$ cat src/inc/ssc_pkg.sv
package ssc_pkg;

  // register location and layout
  localparam logic [7:0]  SSC_SYSCTL_OFFSET   = 8'h80;
  localparam int          SSC_RSV_DRIVE_BIT   = 22;
  localparam int          SSC_PROT_DIS_BIT    = 21;
  localparam int          SSC_REDZV_BIT       = 20;
  localparam int          SSC_CARD_DMA_REQUEST_LINE_EN_BIT     = 19;
  localparam int          SSC_CHAN_LSB        = 16;
  localparam int          SSC_CHAN_MSB        = 18;
  localparam int          SSC_BURST_DN_BIT    = 15;
  localparam int          SSC_BURST_UP_BIT    = 14;
  localparam int          SSC_ACTIVITY_BIT    = 13;
  localparam int          SSC_CLAMP_BIT       = 12;
  localparam int          SSC_STREAM_BIT      = 11;
  localparam int          SSC_UP_DLY_BIT      = 10;
  localparam int          SSC_DN_DLY_BIT      = 9;
  localparam int          SSC_PROBE_BIT       = 8;
  localparam int          SSC_RSVD7_BIT       = 7;

  // field reset values, bus-master channel code and writable mask
  localparam logic [2:0]  SSC_CHAN_RESET      = 3'h4;
  localparam logic [2:0]  SSC_CHAN_BUS_MASTER = 3'h4;
  localparam logic [31:0] SSC_RW_MASK         = 32'h007F_C000;
  localparam logic [31:0] SSC_FIELDS_RESET    = 32'h0004_9000;

endpackage

$ cat src/ssc_sysctl.sv
`timescale 1ns/1ps
`default_nettype none
// Contract
// - bit 22 set drives reserved card terminals low for inserted 32-bit cards
// - bit 21 zero keeps 16-bit supply protection on; one disables it
// - bit 20 set floats address terminals A25-A22 for 16-bit cards
// - bit 19 set passes card DMA requests unless the channel is 4; zero ignores request line
// - bits 18-16 pick DMA channel; 4 means bus master, unused
// - bit 15 set, reset one, allows downstream read bursts
// - bit 14 set, reset zero, allows upstream read bursts
// - bit 13 set on card access, cleared by software read with byte 1 enabled
// - bit 12 always reads one
// - bit 11 high from power change request until stream completes
// - bit 10 set after power-up stream until up delay expires
// - bit 9 set after power-down stream until down delay expires
// - bit 8 high while card interrogation runs
// - bit 7 always reads zero
// - register sits at configuration offset 80h, reset combines field defaults
module ssc_sysctl
  import ssc_pkg::*;
(
  input  wire logic        clk,
  input  wire logic        rst_n,
  input  wire logic        cfg_sel,
  input  wire logic [7:0]  cfg_addr,
  input  wire logic        cfg_wr,
  input  wire logic        cfg_rd,
  input  wire logic [3:0]  cfg_be,
  input  wire logic [31:0] cfg_wdata,
  output logic      [31:0] cfg_rdata,
  input  wire logic        card_is_32bit,
  input  wire logic        card_inserted,
  input  wire logic        card_access,
  input  wire logic        power_change_req,
  input  wire logic        power_stream_done,
  input  wire logic        power_stream_up,
  input  wire logic        power_delay_done,
  input  wire logic        probe_start,
  input  wire logic        probe_done,
  input  wire logic        card_dma_request_line,
  output logic             reserved_terminal_oe,
  output logic             reserved_terminal_out,
  output logic             supply_protect_en,
  output logic             addr_hi_oe_n,
  output logic             dma_request,
  output logic      [2:0]  dma_channel,
  output logic             dma_chan_16bit,
  output logic             read_burst_down_en,
  output logic             read_burst_up_en
);

  // pin inputs pass two flops before use
  logic [8:0] sync1_q;
  logic [8:0] sync2_q;
  logic [8:0] pins;
  assign pins = {card_is_32bit, card_inserted, card_access, power_change_req, power_stream_done,
                 power_stream_up, power_delay_done, probe_start, probe_done};

  always_ff @(posedge clk or negedge rst_n)
  begin
    if (!rst_n)
    begin
      sync1_q <= 9'h000;
      sync2_q <= 9'h000;
    end
    else
    begin
      sync1_q <= pins;
      sync2_q <= sync1_q;
    end
  end

  // synchronised copies, one per pin, in the order packed above
  logic       s_32;
  logic       s_ins;
  logic       s_acc;
  logic       s_chg;
  logic       s_sdone;
  logic       s_up;
  logic       s_ddone;
  logic       s_pstart;
  logic       s_pdone;
  assign {s_32, s_ins, s_acc, s_chg, s_sdone, s_up, s_ddone, s_pstart, s_pdone} = sync2_q;

  // card request line gets its own two-stage synchroniser
  logic card_dma_request_line_s1_q;
  logic card_dma_request_line_s2_q;

  always_ff @(posedge clk or negedge rst_n)
  begin
    if (!rst_n)
    begin
      card_dma_request_line_s1_q <= 1'b0;
      card_dma_request_line_s2_q <= 1'b0;
    end
    else
    begin
      card_dma_request_line_s1_q <= card_dma_request_line;
      card_dma_request_line_s2_q <= card_dma_request_line_s1_q;
    end
  end

  // register access decode
  logic hit;
  logic wr_hit;
  logic rd_hit;
  assign hit    = cfg_sel && (cfg_addr == SSC_SYSCTL_OFFSET);
  assign wr_hit = hit && cfg_wr;
  assign rd_hit = hit && cfg_rd;

  // writable control fields, bits 22..14
  logic [31:0] ctl_q;
  logic [31:0] ctl_d;
  logic [31:0] be_mask;
  assign be_mask = {{8{cfg_be[3]}}, {8{cfg_be[2]}}, {8{cfg_be[1]}}, {8{cfg_be[0]}}};

  always_comb
  begin
    // byte enables gate each byte; read-only and reserved bits never take write data
    ctl_d = ctl_q;
    if (wr_hit)
    begin
      ctl_d = (ctl_q & ~(SSC_RW_MASK & be_mask)) | (cfg_wdata & SSC_RW_MASK & be_mask);
    end
  end

  always_ff @(posedge clk or negedge rst_n)
  begin
    if (!rst_n)
    begin
      ctl_q <= SSC_FIELDS_RESET & SSC_RW_MASK;
    end
    else
    begin
      ctl_q <= ctl_d;
    end
  end

  // status flags
  logic act_q;
  logic act_d;
  logic stream_q;
  logic stream_d;
  logic up_q;
  logic up_d;
  logic dn_q;
  logic dn_d;
  logic probe_q;
  logic probe_d;
  logic sdone_prev_q;
  logic sdone_rise;
  logic act_rd_clr;
  // the stream counts as finished on the rising edge of its done level only
  assign sdone_rise = s_sdone && !sdone_prev_q;
  // a read clears activity only when the byte holding the flag is enabled
  assign act_rd_clr = rd_hit && cfg_be[1];

  always_comb
  begin
    // activity: a card access in the same cycle as the read clear wins
    act_d = act_q;
    if (act_rd_clr)
    begin
      act_d = 1'b0;
    end
    if (s_acc)
    begin
      act_d = 1'b1;                // set beats clear
    end

    // stream busy: a new request wins over the done edge
    stream_d = stream_q;
    if (sdone_rise)
    begin
      stream_d = 1'b0;
    end
    if (s_chg)
    begin
      stream_d = 1'b1;
    end

    // settling flags: the done edge picks the direction, expiry clears both
    up_d = up_q;
    dn_d = dn_q;
    if (s_ddone)
    begin
      up_d = 1'b0;
      dn_d = 1'b0;
    end
    if (sdone_rise && stream_q)
    begin
      up_d = s_up;
      dn_d = !s_up;
    end

    // probe busy: a start wins over a same-cycle finish
    probe_d = probe_q;
    if (s_pdone)
    begin
      probe_d = 1'b0;
    end
    if (s_pstart)
    begin
      probe_d = 1'b1;
    end
  end

  always_ff @(posedge clk or negedge rst_n)
  begin
    if (!rst_n)
    begin
      act_q        <= 1'b0;
      stream_q     <= 1'b0;
      up_q         <= 1'b0;
      dn_q         <= 1'b0;
      probe_q      <= 1'b0;
      sdone_prev_q <= 1'b0;
    end
    else
    begin
      act_q        <= act_d;
      stream_q     <= stream_d;
      up_q         <= up_d;
      dn_q         <= dn_d;
      probe_q      <= probe_d;
      sdone_prev_q <= s_sdone;
    end
  end

  // read data assembly
  logic [31:0] rd_word;

  always_comb
  begin
    rd_word                   = ctl_q;
    rd_word[SSC_ACTIVITY_BIT] = act_q;
    rd_word[SSC_CLAMP_BIT]    = 1'b1;
    rd_word[SSC_STREAM_BIT]   = stream_q;
    rd_word[SSC_UP_DLY_BIT]   = up_q;
    rd_word[SSC_DN_DLY_BIT]   = dn_q;
    rd_word[SSC_PROBE_BIT]    = probe_q;
    rd_word[SSC_RSVD7_BIT]    = 1'b0;
  end

  // registered outputs
  logic [31:0] rdata_d;
  logic        rsv_oe_d;
  logic [2:0]  chan;
  logic        prot_en_d;
  logic        addr_float_d;
  logic        dma_req_d;
  logic        chan_16_d;
  logic        burst_dn_d;
  logic        burst_up_d;
  assign chan = ctl_q[SSC_CHAN_MSB:SSC_CHAN_LSB];

  // next values for the pin-side outputs; every one of them leaves through a flop
  always_comb
  begin
    rdata_d = 32'h0000_0000;
    if (rd_hit)
    begin
      rdata_d = rd_word;                                      // stands one cycle, then idles at zero
    end
    rsv_oe_d     = ctl_q[SSC_RSV_DRIVE_BIT] && s_ins && s_32;
    prot_en_d    = !ctl_q[SSC_PROT_DIS_BIT];
    addr_float_d = ctl_q[SSC_REDZV_BIT] && !s_32;
    dma_req_d    = ctl_q[SSC_CARD_DMA_REQUEST_LINE_EN_BIT] && card_dma_request_line_s2_q && (chan != SSC_CHAN_BUS_MASTER);
    chan_16_d    = chan[2] && (chan != SSC_CHAN_BUS_MASTER);
    burst_dn_d   = ctl_q[SSC_BURST_DN_BIT];
    burst_up_d   = ctl_q[SSC_BURST_UP_BIT];
  end

  always_ff @(posedge clk or negedge rst_n)
  begin
    if (!rst_n)
    begin
      cfg_rdata             <= 32'h0000_0000;
      reserved_terminal_oe  <= 1'b0;
      reserved_terminal_out <= 1'b0;
      supply_protect_en     <= 1'b1;
      addr_hi_oe_n          <= 1'b0;
      dma_request           <= 1'b0;
      dma_channel           <= SSC_CHAN_RESET;
      dma_chan_16bit        <= 1'b0;
      read_burst_down_en    <= 1'b1;
      read_burst_up_en      <= 1'b0;
    end
    else
    begin
      cfg_rdata             <= rdata_d;
      reserved_terminal_oe  <= rsv_oe_d;
      reserved_terminal_out <= 1'b0;
      supply_protect_en     <= prot_en_d;
      addr_hi_oe_n          <= addr_float_d;
      dma_request           <= dma_req_d;
      dma_channel           <= chan;
      dma_chan_16bit        <= chan_16_d;
      read_burst_down_en    <= burst_dn_d;
      read_burst_up_en      <= burst_up_d;
    end
  end

endmodule
`default_nettype wire

$ cat config.mk
export PLATFORM = sky130hd
export DESIGN_NAME = ssc_sysctl
export DESIGN_NICKNAME = d
export VERILOG_FILES = /design/src/inc/ssc_pkg.sv /design/src/ssc_sysctl.sv
export SDC_FILE = /design/constraint.sdc
export NUM_CORES = 1
export LEC_CHECK = 0
export ABC_AREA = 1
export BUFFER_PORTS_ARGS = -buffer_cell sky130_fd_sc_hd__buf_2
export CAP_MARGIN = 20
export CORE_AREA = 2 2 70 72
export CTS_CLUSTER_SIZE = 14
export DETAILED_ROUTE_END_ITERATION = 12
export DIE_AREA = 0 0 72 74
export GPL_TIMING_DRIVEN = 0
export PLACE_DENSITY = 0.82
export SYNTH_ARGS = -nofsm -noshare
export SYNTH_HDL_FRONTEND = slang
export SYNTH_SLANG_ARGS = --single-unit
$ cat constraint.sdc
create_clock -name clk -period 2.14 [get_ports clk]
set_clock_uncertainty 0.15 [all_clocks]
set_input_delay 0.428 -clock clk [delete_from_list [all_inputs] [get_ports clk]]
set_output_delay 0.428 -clock clk [all_outputs]
set_load 0.02 [all_outputs]
==> summary.md <==
| Metric | Value |
|---|---|
| Status | `finished clean` |
| Finish-stage setup viols | `0` |
| Drt wl/cell | `around 11 um` |
| CTS Sinks | `60` |
| Critical Path AT | `1.00 ns` |
| Layout net count | `316` |
| CTS Buf Count | `9` |
| Max-Cap Viols | `0` |
| Die Width | `a little over 70 um` |
| Slowest CP cell | `dfstp_2` |
| Peak VDD IR | `0.000385 V` |
| Postcts setup bufs | `0` |
| Worst rel slew slack | `59.2%` |
| Post-route ant nets | `0` |
| CP max stage delay | `about 0.52 ns` |
| RSZ-0062 raised after global routing | `false` |
| Largest net degree at the start of global routing | `34` |
| H-tree levels | `3` |
| Final TNS setup | `0 ns` |
| Clock transition at path regs | `0.06 ns` |
| Worst hold-check path type | `input port to flop` |
| Clock tree buffer depth | `2` |
| Initial antenna violation count | `0` |
| Clock Tree Root | `clkbuf_8` |
| WP buf/inv | `1` |
| Starting DRT DRC Count | `46` |
| Pwr dens | `approximately 790 mW/mm2` |
| Synth Warn # | `0` |
| Worst path cell trace | `buf_2` |
| All-Layer GR Usage | `14.4%` |
| Number of antenna diodes | `0` |
| Clk_lat worst skew | `between 0.3 and 0.4 ns` |
| Sequential element share of the synthesized area | `between 70% and 80%` |
| Via density | `between 4 and 5` |
| Least-Margin Pin Slew | `just over 0.6 ns` |
| Final Hold Fails | `0` |
| Critical-path maximum fanout | `1` |
| Chip height | `approximately 74 um` |
| CP Data Required Time | `1.56 ns` |
| Flops & latches, synth | `60` |
| Layout cell share with drive strength beyond 1 | `between 40% and 50%` |
| Vias in the first global route | `1,248` |
| Fin Hold WS | `~0.052 ns` |
| Global-route wire length before repair | `5450 um` |
| TritonCTS clock tree | `yes` |
| Total vias in the final route | `approximately 1,300` |
| Dpl hpwl | `~2400 um` |
| DRT Pass-1 Iters | `4` |
| Final Max Tran Viols | `0` |
| Critical Path Start Type | `flop` |
| Mapped cell area | `0.00210 mm2` |
| Fmax | `632 MHz` |
| Synth unique cells | `22` |
| Initial core utilization | `45.6%` |
| Cell count after synthesis | `170` |
| Leak pwr | `0.00150 uW` |
| Routed WL | `3330 um` |
| DIE AREA | `0.00533 mm2` |
| Fin crit period | `around 1.6 ns` |
| Crit Path Class | `flop to output pin` |
| Row Count | `25` |
| Crit path capture type | `output pin` |
| Post-route core utilization | `58.6%` |
| Area growth, synth to finish | `28.5%` |
| Avg Synthesized Cell Area | `~12 um2` |
| GRT overflow | `0` |
| CP delay by family, top | `flip-flops` |
| Core area | `0.00460 mm2` |
| Port Buffers | `57` |
| Gpl congestion | `0.736` |
| Ports | `102` |
| Drt drc | `0` |
| Fin crit share | `73.9%` |
[cells in the final DEF, fill, tap and decap left out]
| cell type | n |
|---|---|
| buf_2 | 57 |
| a31oi_1 | 1 |
| buf_4 | 18 |
| nand2_1 | 23 |
| nor2_2 | 9 |
| nand2_4 | 1 |
| a21oi_1 | 2 |
| nor2_4 | 1 |
| clkbuf_8 | 9 |
| buf_6 | 2 |
| o22ai_1 | 2 |
| o21bai_1 | 1 |
| or2_2 | 1 |
| clkinv_2 | 3 |
| clkbuf_1 | 4 |
| nor2_1 | 10 |
| nand4_1 | 9 |
| clkbuf_2 | 1 |
| inv_1 | 21 |
| dlygate4sd3_1 | 1 |
| nand3_2 | 1 |
| nand3_1 | 4 |
| buf_12 | 1 |
| dfstp_2 | 5 |
| nand3b_1 | 1 |
| dfrtp_1 | 55 |
| conb_1 | 18 |
[stage by stage]
stage | power [uW] | setup slack, ns | instances | instance area [um2]
3_3_place_gp | 1330 | 0.455 | 298 | 2510
3_5_place_dp | 1340 | 0.595 | 299 | 2530
2_1_floorplan | 1270 | 0.796 | 187 | 2160
6_report | 2110 | 0.558 | 315 | 2690
5_1_grt | 2210 | 0.524 | 315 | 2690
4_1_cts | 2140 | 0.537 | 315 | 2690
[synth_stat cells]
library cell / instances / area [um2]
a21oi_1: 2 / 10.0
a31oi_1: 1 / 6.26
buf_4: 18 / 135
buf_6: 2 / 22.5
clkbuf_1: 1 / 3.75
clkbuf_2: 1 / 5.00
conb_1: 1 / 3.75
dfrtp_1: 55 / 1380
dfstp_2: 5 / 131
inv_1: 21 / 78.8
nand2_1: 23 / 86.3
nand2_4: 1 / 11.3
nand3_1: 4 / 20.0
nand3_2: 1 / 10.0
nand3b_1: 1 / 7.51
nand4_1: 9 / 56.3
nor2_1: 10 / 37.5
nor2_2: 9 / 56.3
nor2_4: 1 / 11.3
o21bai_1: 1 / 7.51
o22ai_1: 2 / 12.5
or2_2: 1 / 6.26
[report_power, final]
group,total (uW),switching (uW),leakage [uW],internal (uW)
clock network,798,390,0.0000800,408
registers,1180,9.41,0.000757,1170
logic,141,83.1,0.000662,58.1
total,2110,483,0.00150,1630
[metal layers]
metal	track usage, %	wire length (um)	vias up	share of wire (%)
li1	-	-	662	-
met1	15.9	1300	590	39
met2	22.9	1690	57	51
met3	6.91	275	8	8.3
met4	8.60	68	0	2.0
met5	0	0	-	0
[layout make-up]
type	count	area, um2
Buffer	22	166
Clock buffer	12	135
Clock inverter	3	15.0
Fill cell	377	1910
Inverter	21	78.8
Multi-Input combinational cell	84	407
Sequential cell	60	1510
Tap cell	54	67.6
Timing Repair Buffer	59	315
[cells by family after synthesis]
kind of cell	after synthesis	share of synthesized area, %
AOI/OAI and AO/OA	6	1.73
buffers and inverters	43	11.7
DFF	60	71.9
other	1	0.179
and+or+nand+nor	60	14.4
[repair_timing]
| action | CTS | global route |
|---|---|---|
| endpoints found under the hold margin | 26 | 0 |
| setup endpoints to repair | 0 | 0 |
| resized for setup | 0 | 0 |
| hold buffers | 1 | 0 |
[path summary, 6_finish.rpt]
| path | start | cells past startpoint | end | slack, ns |
|---|---|---|---|---|
| max | supply_protect_en$_DFF_PN1_ | 1 | supply_protect_en | 0.56 |
| min | card_access | 1 | sync1_q[6]$_DFF_PN0_ | 0.05 |
| max reg2reg | stream_q$_DFFE_PN0P_ | 3 | stream_q$_DFFE_PN0P_ | 1.12 |
| min reg2reg | sync1_q[2]$_DFF_PN0_ | 0 | sync2_q[2]$_DFF_PN0_ | 0.20 |
| max in group asynchronous | rst_n | 3 | read_burst_down_en$_DFF_PN1_ | 0.69 |
| min in group asynchronous | rst_n | 2 | dma_request$_DFF_PN0_ | 0.51 |
Power figures use the tool's default switching activity.
